==> src/ecc_pkg.sv <==
`default_nettype none

package ecc_pkg;

	// register indices; byte address is four times the index
	localparam logic [7:0] ECC_IDX_CTRL   = 8'h00;
	localparam logic [7:0] ECC_IDX_STATUS = 8'h01;
	localparam logic [7:0] ECC_IDX_CFG_A  = 8'h12;
	localparam logic [7:0] ECC_IDX_CFG_B  = 8'h13;
	localparam logic [7:0] ECC_IDX_CFG_C  = 8'h14;

	localparam logic [7:0] ECC_RST_CTRL  = 8'h00;
	localparam logic [7:0] ECC_RST_CFG_A = 8'h69;
	localparam logic [7:0] ECC_RST_CFG_B = 8'h97;
	localparam logic [7:0] ECC_RST_CFG_C = 8'hA4;

	// field positions
	localparam int ECC_CTRL_UNLOCK   = 0;
	localparam int ECC_NOISE_LSB     = 4;
	localparam int ECC_FAST_LSB      = 2;
	localparam int ECC_SLOW_LSB      = 0;
	localparam int ECC_BYP_LSB       = 3;
	localparam int ECC_RESID_LSB     = 1;
	localparam int ECC_HCD_BIT       = 0;
	localparam int ECC_ADAPT_MIN_LEVEL_LSB    = 3;
	localparam int ECC_HANG_LSB      = 1;
	localparam int ECC_DTSTD_BIT     = 0;
	localparam int ECC_ST_BYPASS     = 0;
	localparam int ECC_ST_DT_EN      = 1;
	localparam int ECC_ST_ADAPT      = 2;

	// level and threshold steps; levels are in half-dB units
	localparam int ECC_NOISE_STEP_HDB  = 3;
	localparam int ECC_NOISE_KNEE_CODE = 12;
	localparam int ECC_NOISE_KNEE_HDB  = 42;
	localparam int ECC_DB_STEP         = 3;
	localparam int ECC_ADAPT_MIN_LEVEL_BASE_HDB = -135;
	localparam int ECC_ADAPT_MIN_LEVEL_STEP_HDB = 3;
	localparam int ECC_DT_STD_MIN_DB   = 6;

	// timing
	localparam int ECC_CLK_MHZ      = 200;
	localparam int ECC_FAST_MIN_US  = 250;
	localparam int ECC_MS_US        = 1000;
	localparam int ECC_SLOW_MIN_MS  = 8;
	localparam int ECC_HANG_MIN_MS  = 32;
	localparam int ECC_FAST_BASE_CYC = ECC_FAST_MIN_US * ECC_CLK_MHZ;
	localparam int ECC_MS_CYC        = ECC_MS_US * ECC_CLK_MHZ;

endpackage

`default_nettype wire

==> src/ecc_cfg_if.sv <==
`default_nettype none

interface ecc_cfg_if;
	logic        [7:0] cfg_a;
	logic        [7:0] cfg_b;
	logic        [7:0] cfg_c;
	logic        [5:0] noise_hdb;
	logic        [1:0] fast_shift;
	logic        [1:0] slow_shift;
	logic        [6:0] bypass_db;
	logic        [3:0] resid_db;
	logic              hcd_en;
	logic              adapt_min_level_none;
	logic signed [9:0] adapt_min_level_hdb;
	logic        [1:0] hang_shift;
	logic              dt_std;

	modport regs (output cfg_a, cfg_b, cfg_c,
		input noise_hdb, fast_shift, slow_shift, bypass_db, resid_db, hcd_en,
		adapt_min_level_none, adapt_min_level_hdb, hang_shift, dt_std);
	modport dec (input cfg_a, cfg_b, cfg_c,
		output noise_hdb, fast_shift, slow_shift, bypass_db, resid_db, hcd_en,
		adapt_min_level_none, adapt_min_level_hdb, hang_shift, dt_std);
endinterface

`default_nettype wire

==> src/ecc_cfg_decode.sv <==
`default_nettype none

module ecc_cfg_decode (
	ecc_cfg_if.dec cfg // raw bytes in, decoded fields out
);

	function automatic logic [5:0] noise_of(input logic [3:0] c);
		int v;
		v = (int'(c) <= ecc_pkg::ECC_NOISE_KNEE_CODE) ? int'(c) * ecc_pkg::ECC_NOISE_STEP_HDB
			: ecc_pkg::ECC_NOISE_KNEE_HDB
			+ (int'(c) - ecc_pkg::ECC_NOISE_KNEE_CODE - 1) * ecc_pkg::ECC_NOISE_STEP_HDB;
		return 6'(v);
	endfunction

	function automatic logic signed [9:0] adapt_min_level_of(input logic [4:0] c);
		int v;
		v = ecc_pkg::ECC_ADAPT_MIN_LEVEL_BASE_HDB + (int'(c) - 1) * ecc_pkg::ECC_ADAPT_MIN_LEVEL_STEP_HDB;
		return 10'(v);
	endfunction

	function automatic logic [6:0] db3_of(input logic [4:0] c);
		return 7'(int'(c) * ecc_pkg::ECC_DB_STEP);
	endfunction

	wire [3:0] noise_code  = cfg.cfg_a[ecc_pkg::ECC_NOISE_LSB +: 4];
	wire [1:0] fast_code   = cfg.cfg_a[ecc_pkg::ECC_FAST_LSB +: 2];
	wire [1:0] slow_code   = cfg.cfg_a[ecc_pkg::ECC_SLOW_LSB +: 2];
	wire [4:0] byp_code    = cfg.cfg_b[ecc_pkg::ECC_BYP_LSB +: 5];
	wire [1:0] resid_code  = cfg.cfg_b[ecc_pkg::ECC_RESID_LSB +: 2];
	wire [4:0] adapt_min_level_code = cfg.cfg_c[ecc_pkg::ECC_ADAPT_MIN_LEVEL_LSB +: 5];

	// codes 13..15 jump by 3 dB first, then 1.5 dB
	assign cfg.noise_hdb   = noise_of(noise_code);
	// shorter code value means longer period: period = base << (3 - code)
	assign cfg.fast_shift  = 2'b11 - fast_code;
	assign cfg.slow_shift  = 2'b11 - slow_code;
	assign cfg.bypass_db   = db3_of(byp_code);
	assign cfg.resid_db    = 4'(db3_of({3'h0, resid_code}));
	assign cfg.hcd_en      = cfg.cfg_b[ecc_pkg::ECC_HCD_BIT];
	assign cfg.adapt_min_level_none = (adapt_min_level_code == 5'h00);
	assign cfg.adapt_min_level_hdb  = adapt_min_level_of(adapt_min_level_code);
	assign cfg.hang_shift  = cfg.cfg_c[ecc_pkg::ECC_HANG_LSB +: 2];
	assign cfg.dt_std      = cfg.cfg_c[ecc_pkg::ECC_DTSTD_BIT];

endmodule

`default_nettype wire

==> src/ecc_cfg_regs.sv <==
// Our own choice: register access over APB.
`default_nettype none

module ecc_cfg_regs #(
	parameter int unsigned FAST_BASE_CYC = ecc_pkg::ECC_FAST_BASE_CYC, // 250 us in cycles
	parameter int unsigned MS_CYC        = ecc_pkg::ECC_MS_CYC         // 1 ms in cycles
) (
	input  wire logic              pclk,                  // bus and block clock
	input  wire logic              presetn,               // async reset, active low
	input  wire logic              psel,                  // apb select
	input  wire logic              penable,               // apb access phase
	input  wire logic              pwrite,                // apb direction
	input  wire logic [7:0]        paddr,                 // apb byte address
	input  wire logic [31:0]       pwdata,                // apb write data
	input  wire logic [3:0]        pstrb,                 // apb byte strobes
	output var  logic [31:0]       prdata,                // apb read data
	output var  logic              pready,                // apb ready
	output var  logic              pslverr,               // apb error
	input  wire logic [7:0]        thl_db,                // measured transhybrid loss, dB
	input  wire logic signed [9:0] send_in_level,         // send-in level, half-dB dBm0
	input  wire logic signed [9:0] receive_in_level,      // receive-in level, half-dB dBm0
	output var  logic [5:0]        noise_margin,          // half-dB units
	output var  logic [31:0]       meter_fast_period,     // cycles
	output var  logic [31:0]       meter_slow_period,     // cycles
	output var  logic [6:0]        bypass_loss_threshold, // dB
	output var  logic              bypass_active,         // canceller bypassed
	output var  logic [3:0]        residual_margin,       // dB
	output var  logic              hybrid_change_detect_en, // hybrid change detect on
	output var  logic              adapt_allowed,         // coefficient adaptation allowed
	output var  logic [31:0]       doubletalk_hangover,   // cycles
	output var  logic              doubletalk_standard_mode, // standard mode selected
	output var  logic              doubletalk_detect_en   // double-talk detection active
);

	ecc_cfg_if cfg ();

	ecc_cfg_decode u_dec (
		.cfg (cfg.dec)
	);

	logic [7:0]  cfg_a_q;
	logic [7:0]  cfg_b_q;
	logic [7:0]  cfg_c_q;
	logic [7:0]  ctrl_q;
	logic [31:0] prdata_q;
	logic        pready_q;
	logic        pslverr_q;
	logic [5:0]  noise_q;
	logic [31:0] fast_q;
	logic [31:0] slow_q;
	logic [6:0]  byp_thr_q;
	logic        bypass_q;
	logic [3:0]  resid_q;
	logic        hcd_q;
	logic        adapt_q;
	logic [31:0] hang_q;
	logic        dt_std_q;
	logic        dt_en_q;

	assign cfg.cfg_a = cfg_a_q;
	assign cfg.cfg_b = cfg_b_q;
	assign cfg.cfg_c = cfg_c_q;

	// bus decode
	wire       setup    = psel & ~penable;
	wire       wr_acc   = psel & penable & pwrite & ~pslverr_q & pstrb[0];
	wire       aligned  = (paddr[1:0] == 2'b00);
	wire [5:0] idx      = paddr[7:2];
	wire       hit_ctrl = aligned & (idx == ecc_pkg::ECC_IDX_CTRL[5:0]);
	wire       hit_stat = aligned & (idx == ecc_pkg::ECC_IDX_STATUS[5:0]);
	wire       hit_a    = aligned & (idx == ecc_pkg::ECC_IDX_CFG_A[5:0]);
	wire       hit_b    = aligned & (idx == ecc_pkg::ECC_IDX_CFG_B[5:0]);
	wire       hit_c    = aligned & (idx == ecc_pkg::ECC_IDX_CFG_C[5:0]);
	wire       hit_cfg  = hit_a | hit_b | hit_c;
	wire       mapped   = hit_ctrl | hit_stat | hit_cfg;
	wire       unlocked = ctrl_q[ecc_pkg::ECC_CTRL_UNLOCK];
	// locked config writes and status writes are refused with an error
	wire       bad_wr   = pwrite & ((hit_cfg & ~unlocked) | hit_stat);
	wire       err_d    = ~mapped | bad_wr;

	wire [7:0] status = {5'h00, adapt_q, dt_en_q, bypass_q};
	wire [7:0] rd_byte = hit_ctrl ? ctrl_q
		: hit_stat ? status
		: hit_a ? cfg_a_q
		: hit_b ? cfg_b_q
		: hit_c ? cfg_c_q : 8'h00;

	// decoded behaviour
	wire       byp_d   = ({1'b0, thl_db} >= {2'b00, cfg.bypass_db});
	wire       lvl_ok  = (send_in_level >= cfg.adapt_min_level_hdb) & (receive_in_level >= cfg.adapt_min_level_hdb);
	wire       adapt_d = cfg.adapt_min_level_none | lvl_ok;
	// standard mode needs at least 6 dB loss; loose mode runs down to 0 dB
	wire       dt_en_d = ~cfg.dt_std | (thl_db >= 8'(ecc_pkg::ECC_DT_STD_MIN_DB));
	wire [31:0] fast_d = FAST_BASE_CYC << cfg.fast_shift;
	wire [31:0] slow_d = (ecc_pkg::ECC_SLOW_MIN_MS * MS_CYC) << cfg.slow_shift;
	wire [31:0] hang_d = (ecc_pkg::ECC_HANG_MIN_MS * MS_CYC) << cfg.hang_shift;

	always_ff @(posedge pclk or negedge presetn) begin
		if (!presetn) begin
			cfg_a_q <= ecc_pkg::ECC_RST_CFG_A;
			cfg_b_q <= ecc_pkg::ECC_RST_CFG_B;
			cfg_c_q <= ecc_pkg::ECC_RST_CFG_C;
			ctrl_q  <= ecc_pkg::ECC_RST_CTRL;
		end else if (wr_acc) begin
			if (hit_ctrl) ctrl_q  <= pwdata[7:0];
			if (hit_a)    cfg_a_q <= pwdata[7:0];
			if (hit_b)    cfg_b_q <= pwdata[7:0];
			if (hit_c)    cfg_c_q <= pwdata[7:0];
		end
	end

	// answer is prepared in the setup cycle so every access phase is zero-wait
	always_ff @(posedge pclk or negedge presetn) begin
		if (!presetn) begin
			prdata_q  <= 32'h0000_0000;
			pslverr_q <= 1'b0;
			pready_q  <= 1'b0;
		end else begin
			pready_q <= 1'b1;
			if (setup) begin
				prdata_q  <= (pwrite | ~mapped) ? 32'h0000_0000 : {24'h00_0000, rd_byte};
				pslverr_q <= err_d;
			end
		end
	end

	// decoded outputs sit one edge behind their config byte; they read zero in reset
	always_ff @(posedge pclk or negedge presetn) begin
		if (!presetn) begin
			noise_q <= 6'h00;
		end else begin
			noise_q <= cfg.noise_hdb;
		end
	end

	always_ff @(posedge pclk or negedge presetn) begin
		if (!presetn) begin
			fast_q <= 32'h0000_0000;
		end else begin
			fast_q <= fast_d;
		end
	end

	always_ff @(posedge pclk or negedge presetn) begin
		if (!presetn) begin
			slow_q <= 32'h0000_0000;
		end else begin
			slow_q <= slow_d;
		end
	end

	always_ff @(posedge pclk or negedge presetn) begin
		if (!presetn) begin
			byp_thr_q <= 7'h00;
		end else begin
			byp_thr_q <= cfg.bypass_db;
		end
	end

	always_ff @(posedge pclk or negedge presetn) begin
		if (!presetn) begin
			bypass_q <= 1'b0;
		end else begin
			bypass_q <= byp_d;
		end
	end

	always_ff @(posedge pclk or negedge presetn) begin
		if (!presetn) begin
			resid_q <= 4'h0;
		end else begin
			resid_q <= cfg.resid_db;
		end
	end

	always_ff @(posedge pclk or negedge presetn) begin
		if (!presetn) begin
			hcd_q <= 1'b0;
		end else begin
			hcd_q <= cfg.hcd_en;
		end
	end

	always_ff @(posedge pclk or negedge presetn) begin
		if (!presetn) begin
			adapt_q <= 1'b0;
		end else begin
			adapt_q <= adapt_d;
		end
	end

	always_ff @(posedge pclk or negedge presetn) begin
		if (!presetn) begin
			hang_q <= 32'h0000_0000;
		end else begin
			hang_q <= hang_d;
		end
	end

	always_ff @(posedge pclk or negedge presetn) begin
		if (!presetn) begin
			dt_std_q <= 1'b0;
		end else begin
			dt_std_q <= cfg.dt_std;
		end
	end

	always_ff @(posedge pclk or negedge presetn) begin
		if (!presetn) begin
			dt_en_q <= 1'b0;
		end else begin
			dt_en_q <= dt_en_d;
		end
	end

	assign prdata                   = prdata_q;
	assign pready                   = pready_q;
	assign pslverr                  = pslverr_q;
	assign noise_margin             = noise_q;
	assign meter_fast_period        = fast_q;
	assign meter_slow_period        = slow_q;
	assign bypass_loss_threshold    = byp_thr_q;
	assign bypass_active            = bypass_q;
	assign residual_margin          = resid_q;
	assign hybrid_change_detect_en  = hcd_q;
	assign adapt_allowed            = adapt_q;
	assign doubletalk_hangover      = hang_q;
	assign doubletalk_standard_mode = dt_std_q;
	assign doubletalk_detect_en     = dt_en_q;

	noise_top_a: assert property (@(posedge pclk) disable iff (!presetn)
		(cfg_a_q[7:4] == 4'hD) ##1 (cfg_a_q[7:4] == 4'hD) |-> noise_q == 6'd42)
		else $error("noise margin code 13 not 21 dB");

	// sampled presetn keeps the release edge out: outputs load only at the edge after it
	noise_low_a: assert property (@(posedge pclk) disable iff (!presetn)
		(presetn && cfg_a_q[7:4] == 4'h6) |=> noise_q == 6'd18)
		else $error("noise margin code 6 not 9 dB");

	fast_per_a: assert property (@(posedge pclk) disable iff (!presetn)
		(cfg_a_q[3:2] == 2'b00) |=> fast_q == 32'(FAST_BASE_CYC * 8))
		else $error("fast meter period wrong for 2 ms code");

	slow_per_a: assert property (@(posedge pclk) disable iff (!presetn)
		(cfg_a_q[1:0] == 2'b11) |=> slow_q == 32'(MS_CYC * 8))
		else $error("slow meter period wrong for 8 ms code");

	bypass_cmp_a: assert property (@(posedge pclk) disable iff (!presetn)
		1'b1 |=> bypass_q == ($past(thl_db) >= 8'($past(cfg_b_q[7:3]) * 3)))
		else $error("bypass does not follow loss threshold");

	adapt_lvl_a: assert property (@(posedge pclk) disable iff (!presetn)
		(cfg_c_q[7:3] == 5'h01 && send_in_level < -10'sd135) |=> !adapt_q)
		else $error("adaptation allowed below -67.5 dBm0");

	adapt_none_a: assert property (@(posedge pclk) disable iff (!presetn)
		(cfg_c_q[7:3] == 5'h00) |=> adapt_q)
		else $error("adaptation blocked with no minimum level");

	hang_time_a: assert property (@(posedge pclk) disable iff (!presetn)
		(cfg_c_q[2:1] == 2'b11) |=> hang_q == 32'(MS_CYC * 256))
		else $error("hangover not 256 ms");

	dt_loose_a: assert property (@(posedge pclk) disable iff (!presetn)
		(presetn && !cfg_c_q[0]) |=> dt_en_q)
		else $error("double-talk off in loose mode");

	dt_std_a: assert property (@(posedge pclk) disable iff (!presetn)
		(cfg_c_q[0] && thl_db < 8'd6) |=> !dt_en_q)
		else $error("double-talk on below 6 dB in standard mode");

	wr_protect_a: assert property (@(posedge pclk) disable iff (!presetn)
		(psel && penable && pwrite && !unlocked) |=> $stable(cfg_a_q) && $stable(cfg_b_q)
		&& $stable(cfg_c_q))
		else $error("config changed while locked");

	resid_mar_a: assert property (@(posedge pclk) disable iff (!presetn)
		(cfg_b_q[2:1] == 2'b01) |=> resid_q == 4'd3)
		else $error("residual margin code 1 not 3 dB");

	hcd_flag_a: assert property (@(posedge pclk) disable iff (!presetn)
		presetn |=> hcd_q == $past(cfg_b_q[0]))
		else $error("hybrid change enable not from config bit");

	noise_end_a: assert property (@(posedge pclk) disable iff (!presetn)
		(presetn && cfg_a_q[7:4] == 4'hF) |=> noise_q == 6'h30)
		else $error("noise margin code 15 not 24 dB");

	fast_min_a: assert property (@(posedge pclk) disable iff (!presetn)
		(presetn && cfg_a_q[3:2] == 2'b11) |=> fast_q == 32'(FAST_BASE_CYC))
		else $error("fast meter period wrong for 250 us code");

	slow_max_a: assert property (@(posedge pclk) disable iff (!presetn)
		(presetn && cfg_a_q[1:0] == 2'b00) |=> slow_q == 32'(MS_CYC * 64))
		else $error("slow meter period wrong for 64 ms code");

	byp_top_a: assert property (@(posedge pclk) disable iff (!presetn)
		(presetn && cfg_b_q[7:3] == 5'h12) |=> byp_thr_q == 7'h36)
		else $error("bypass threshold code 18 not 54 dB");

	adapt_top_a: assert property (@(posedge pclk) disable iff (!presetn)
		(presetn && cfg_c_q[7:3] == 5'h1F && send_in_level >= -10'sh2D
		&& receive_in_level >= -10'sh2D) |=> adapt_q)
		else $error("adaptation blocked at -22.5 dBm0");

	hang_min_a: assert property (@(posedge pclk) disable iff (!presetn)
		(presetn && cfg_c_q[2:1] == 2'b00) |=> hang_q == 32'(MS_CYC * 32))
		else $error("hangover not 32 ms");

	mode_bit_a: assert property (@(posedge pclk) disable iff (!presetn)
		presetn |=> dt_std_q == $past(cfg_c_q[0]))
		else $error("standard mode not from config bit");

	lock_err_a: assert property (@(posedge pclk) disable iff (!presetn)
		(psel && penable && pwrite && !unlocked && hit_cfg) |-> pslverr)
		else $error("locked config write not refused");

endmodule

`default_nettype wire

==> config.mk <==
export PLATFORM = sky130hd
export DESIGN_NAME = ecc_cfg_regs
export DESIGN_NICKNAME = d
export VERILOG_FILES = /design/src/ecc_pkg.sv /design/src/ecc_cfg_if.sv /design/src/ecc_cfg_decode.sv /design/src/ecc_cfg_regs.sv
export SDC_FILE = /design/constraint.sdc
export NUM_CORES = 1
export LEC_CHECK = 0
export BUFFER_PORTS_ARGS = -buffer_cell sky130_fd_sc_hd__clkbuf_2
export CAP_MARGIN = 20
export CORE_MARGIN = 2
export CORE_UTILIZATION = 54
export DETAILED_ROUTE_END_ITERATION = 10
export PLACE_DENSITY = 0.87
export RECOVER_POWER = 25
export SYNTH_ARGS = -nofsm -noshare
export SYNTH_HDL_FRONTEND = slang
export SYNTH_HIERARCHICAL = 1
export SYNTH_SLANG_ARGS = --single-unit
==> constraint.sdc <==
create_clock -name pclk -period 6.82 [get_ports pclk]
set_clock_uncertainty 0.05 [all_clocks]
set_input_delay 1.705 -clock pclk [delete_from_list [all_inputs] [get_ports pclk]]
set_output_delay 1.705 -clock pclk [all_outputs]
set_load 0.02 [all_outputs]
## After elaboration in Yosys (flattened, before gate mapping)

Index checks and enable logic that the tools add are counted.

- Bits in registers: 184
- Input bits: 77
- Output and inout bits: 152
- Logic and storage cells: 83

- Add/subtract/negate cells: 7
- Multiply operators: 5
- $lt $le $gt $ge: 5
- Equality and inequality tests: 4
- Shift operators: 3
- Muxes and demuxes: 7
- Bitwise operators: 27
- Reduce and logical (&&, ||, !) cells: 7

Operators with widths:

| operator | number |
|---|---|
| two-way mux 8 bit | 6 |
| multiplier 32 x 3 -> 10 bit (second input constant) | 1 |
| multiplier 32 x 3 -> 6 bit (second input constant) | 1 |
| << shifter 16 x 2 -> 32 bit (first input constant) | 1 |
| << shifter 21 x 2 -> 32 bit (first input constant) | 1 |
| << shifter 23 x 2 -> 32 bit (first input constant) | 1 |
| subtractor 32 x 2 -> 32 bit (second input constant) | 1 |
| greater-or-equal comparator 10 bit | 2 |
| == test 6 x 5 -> 1 bit (second input constant) | 3 |
| bitwise AND 1 bit | 13 |
| adder 9 x 10 -> 10 bit (first input constant) | 1 |
| bitwise OR 1 bit | 9 |
| greater-or-equal comparator 8 x 3 -> 1 bit (second input constant) | 1 |
| greater-or-equal comparator 8 x 7 -> 1 bit | 1 |
| AND reduction 2 bit | 4 |
| multiplier 5 x 2 -> 7 bit (second input constant) | 1 |
| adder 6 bit (first input constant) | 1 |
| == test 6 x 1 -> 1 bit (second input constant) | 1 |
| zero test 6 bit | 1 |
| multiplier 4 x 2 -> 6 bit (second input constant) | 1 |
| two-way mux 6 bit | 1 |
| subtractor 5 x 1 -> 6 bit (second input constant) | 1 |
| zero test 5 bit | 1 |
| NOT 1 bit | 5 |
| other kinds (5) | 6 |

## Longest topological paths before layout

- Depth after elaboration: 8
- Depth in mapped cells: 20
- Depth with buffers taken out: 20

## Modules after synthesis

The synthesis kept the hierarchy.

By module, submodules not included:

| module | instances | cells an instance | area each (sq um) | sequential area each (sq um) |
|---|---|---|---|---|
| ecc_cfg_regs | 1 | 408 | 4753.3 | 2292.2 |
| ecc_cfg_decode | 1 | 159 | 1280.0 | 0.0 |

## Least setup slack after synthesis

No wires, ideal clock.

- Kind: register -> register
- Start point: register cfg_c_q[3] (netlist: cfg.cfg_c[3])
- End point: register adapt_q (netlist: adapt_allowed)
- Setup time: 0.128 ns
- Arrival time: 3.661 ns
- Data required time: 6.642 ns
- Path slack: 2.980 ns
- Cell stages (with the launch flop): 19
- Path buffers: 0
- Period minus slack after synthesis: 3.840 ns
- Cells stage by stage: dfrtp_1 > inv_1 > ha_1 > xnor2_1 > inv_1 > ha_1 > ha_1 > ha_1 > a21o_1 > a21oi_2 > o211a_1 > a2111oi_2 > inv_1 > ha_1 > a211o_1 > a21oi_1 > o211ai_1 > a31oi_1 > o31ai_1

- Word-level cells in the longest chain between the ends: 6
- Elaborated cells between the ends (all ways): 8
- Classes of those cells: 2 x add/sub; 1 x mul; 2 x order compare; 2 x bitwise; 1 x reduce/logical

RTL lines:

| element | RTL line | source |
|---|---|---|
| from (decl) | ecc_cfg_regs.sv:43 | `logic [7:0] cfg_c_q;` |
| from (signal assigned) | ecc_cfg_regs.sv:102 | `cfg_c_q <= ecc_pkg::ECC_RST_CFG_C;` |
| from (signal assigned) | ecc_cfg_regs.sv:108 | `if (hit_c) cfg_c_q <= pwdata[7:0];` |
| subtractor 5 x 1 -> 6 bit (*) | ecc_cfg_decode.sv:17 | `v = ecc_pkg::ECC_ADAPT_MIN_LEVEL_BASE_HDB + (int'(c) - 1) * ecc_pkg::ECC_ADAPT_MIN_LEVEL_STEP_HDB;` |
| multiplier 32 x 3 -> 10 bit (*) | ecc_cfg_decode.sv:17 |  |
| adder 9 x 10 -> 10 bit (*) | ecc_cfg_decode.sv:17 |  |
| via cfg.adapt_min_level_hdb[7] | ecc_cfg_if.sv:14 | `logic signed [9:0] adapt_min_level_hdb;` |
| greater-or-equal comparator 10 bit | ecc_cfg_regs.sv:90 | `wire lvl_ok = (send_in_level >= cfg.adapt_min_level_hdb) & (receive_in_level >= cfg.adapt_min_level_hdb);` |
| bitwise AND 1 bit (*) | ecc_cfg_regs.sv:90 |  |
| bitwise OR 1 bit (*) | ecc_cfg_regs.sv:91 | `wire adapt_d = cfg.adapt_min_level_none \| lvl_ok;` |
| via adapt_d | ecc_cfg_regs.sv:91 |  |
| to (signal assigned) | ecc_cfg_regs.sv:188 | `adapt_q <= adapt_d;` |
| to (decl) | ecc_cfg_regs.sv:55 | `logic adapt_q;` |

The timed path passes the listed nets; every way through them passes the cells marked *.
A chain may end at the register's enable or synchronous reset.

## Worst setup path in the final report

Ends and elaborated chain as after synthesis.

==> flow_summary.yaml <==
synth:
  ys_warn_count: 6
  yosys.cell_types.count: 58
  synthCells: 567
  syn_area_sq_um: 6030
  yosysSeqAreaShare_pct: 38.0
  synth_edf_count: 0
  avgSynthCellArea_sq_um: 10.6
  ys_ff_latch: 91
  ys.flop_type: "dfrtp_1"
  async_reset_ff_share_pct: 100
clock_tree:
  h-tree-depth: 3
  cts_root_buf: "clkbuf_8"
  post_cts_resized: 0
  insertion_delay_ns: 0.37
  post-cts-setup-buffer-count: 0
  clk_pin_slew_ns: 0.09
  cts_sinks: 91
  cts_buffers: 9
  clk_path_buf_depth: 2
  cts_tree: "built"
  ctsHoldBuffers: 0
final_layout:
  final_util_pct: 59.8
  final_cell_mix: "clkbuf_2, conb_1, dfrtp_1"
  multi_input_area_sq_um: 2970
  design_area_sq_um: 6510
  syn2layout_area_growth_pct: 7.92
  antennaDiodeCount: 0
  fill_cells: 903
  final_common_cell: "clkbuf_2"
  final_nets: 831
  regArea_sq_um: 2290
  drive_gt1_share_pct: 27.8
sta:
  slew_violations: 0
  rsz0062_at_grt: "false"
  fmaxAchievable_mhz: 232
  final.period_utilization_pct: 63.1
  tightestPinTransition_ns: 1.27
  hold_viol_final: 0
  finalSetupViolations: 0
  fin_crit_ns: 4.30
  maxSlewHeadroom_pct: 15.5
  fin_tns_setup_ns: 0
route:
  drt_wl_total_um: 11600
  drtAntennaViolNets: 0
  num_vias: 4086
  vias_per_cell: 5.01
  firstDrtPassIters: 5
  initialDrtViolationCount: 176
  routedWlPerCell_um: 14.2
  drc: 0
critical_path:
  crit_chain: "inv_1 > ha_1 > xnor2_1 > inv_1 > ha_1 > ha_1 > ha_1 > a21o_1 > a21oi_2 > o211a_1 > a2111oi_2 > inv_1 > ha_1 > a211o_1 > a21oi_1 > o211ai_1 > a31oi_1 > o31ai_1"
  critPathCaptureType: "flop"
  crit_fanout: 7
  crit_arrival_ns: 4.51
  crit_buf_inv: 3
  crit_slowest_cell: "dfrtp_1"
  cpMostUsedCell: "ha_1"
  worstSetupPathType: "reg -> reg"
  start_kind: "flop"
  critPathRequiredTime_ns: 7.02
  critPathMaxStageDelay_ns: 0.51
  crit_family: "compound AO/OA/AOI/OAI gates"
power:
  p_leak_uw: 0.00357
  vdd_drop_max_v: 0.0000881
  powerDensity_nw_per_um2: 160
grt:
  antenna_found_initial: 0
  grtUsageTotal_pct: 19.7
  grt_overflow: 0
  grt_pass1_wl_um: 18300
  grt_pass1_vias: 3932
  grt_max_degree: 69
status:
  outcome: "complete, no violations"
floorplan:
  core-area_sq_um: 10900
  placement_rows: 38
  die_w_um: 110
  start_util_pct: 55.4
  die-area_sq_um: 12000
  ioPinCount: 229
  die_h_um: 110
placed_design:
  placed_cell_area_sq_um: 6330
  io_buffers: 123
  hpwl_um: 9290
  gp_congestion: 0.875
run:
  maxCapViolCount: 0
min_path:
  holdCritPathClass: "reg -> reg"
[cells by family (layout without fill, tap and decap cells)]
kind of cell,count (synthesis),in the layout,synth area share (%)
xor gates and xnor gates,22,22,3.42
buffers and inverters,178,210,17.6
DFF,91,91,38.0
other,2,79,0.124
muxes,36,36,6.64
AOI/OAI and AO/OA,88,88,10.1
adders and majority gates,83,83,17.8
and+or+nand+nor,67,67,6.30
[final timing paths]
path                                           from                           endpoint  slack [ns]  depth (start not counted)
max reg2reg                cfg.cfg_c[3]$_DFFE_PN0P_            adapt_allowed$_DFF_PN0_        2.52                         18
max in group asynchronous                   presetn              ctrl_q[7]$_DFFE_PN0P_        3.71                          2
min                        cfg.cfg_b[0]$_DFFE_PN1P_  hybrid_change_detect_en$_DFF_PN0_        0.37                          0
max                        cfg.cfg_c[3]$_DFFE_PN0P_            adapt_allowed$_DFF_PN0_        2.52                         18
min in group asynchronous                   presetn    meter_slow_period[14]$_DFF_PN0_        1.54                          1
min reg2reg                cfg.cfg_b[0]$_DFFE_PN1P_  hybrid_change_detect_en$_DFF_PN0_        0.37                          0
[flip-flops by register name, summed over array words and instances (netlist names), 4 cells and up]
name and count:
prdata 8, cfg.cfg_b 8, cfg.cfg_a 8, doubletalk_hangover 9, noise_margin 6, bypass_loss_threshold 7
meter_slow_period 9, cfg.cfg_c 8, meter_fast_period 9, ctrl_q 8, residual_margin 4
[stage by stage]
| step | hold WS, ns | total power [uW] | instances | setup slack, ns |
|---|---|---|---|---|
| after global routing | 0.383 | 1100 | 816 | 2.09 |
| after CTS | 0.365 | 1050 | 816 | 2.47 |
| after detailed placement | 0.356 | 711 | 800 | 2.50 |
| final | 0.374 | 1040 | 816 | 2.52 |
| after floorplan | 0.406 | 697 | 644 | 2.98 |
| after global placement | 0.352 | 703 | 800 | 2.59 |
[routing by layer]
metal | vias up | global-route usage [%] | routed length, um
li1 | 1939 | - | -
met1 | 1956 | 23.9 | 4760
met2 | 171 | 34.6 | 5810
met3 | 20 | 4.68 | 791
met4 | 0 | 6.24 | 191
met5 | - | 0 | 0
[power breakdown]
part / switching (uW) / leakage [uW] / internal (uW)
Clock: 196 / 0.0000933 / 145
Sequential: 2.84 / 0.00115 / 543
Combinational: 107 / 0.00233 / 47.6
Total: 307 / 0.00357 / 736
[layout make-up]
type                       count  area share, %
timing repair buffer         125           9.67
multi-input combinational    375           45.6
clock inverter                 6          0.730
tap                          140           2.69
inverter                      69           3.98
clock buffer                  10           2.11
sequential                    91           35.2
[synth_stat cells, drive strengths merged, types with 2 or more instances]
cell type	instances	area (sq um)
a211o	2	17.5
a211oi	5	37.5
a21o	10	75.1
a21oi	16	83.8
a22oi	10	75.1
a31oi	4	25.0
a32o	5	50.1
buf	106	790
clkbuf	3	11.3
conb	2	7.51
dfrtp	79	1980
dfstp	12	315
fa	5	100
ha	78	976
inv	69	259
mux2	32	360
mux2i	4	40.0
nand2	19	71.3
nand2b	7	43.8
nand3	6	30.0
nand4	2	12.5
nor2	15	58.8
nor2b	3	18.8
nor3	2	10.0
nor3b	2	26.3
nor4	4	55.1
o21ai	18	93.8
o21bai	3	22.5
o22ai	3	18.8
or3	2	12.5
xnor2	13	114
xor2	8	70.1
No activity file was read; power rests on OpenSTA's default activity.
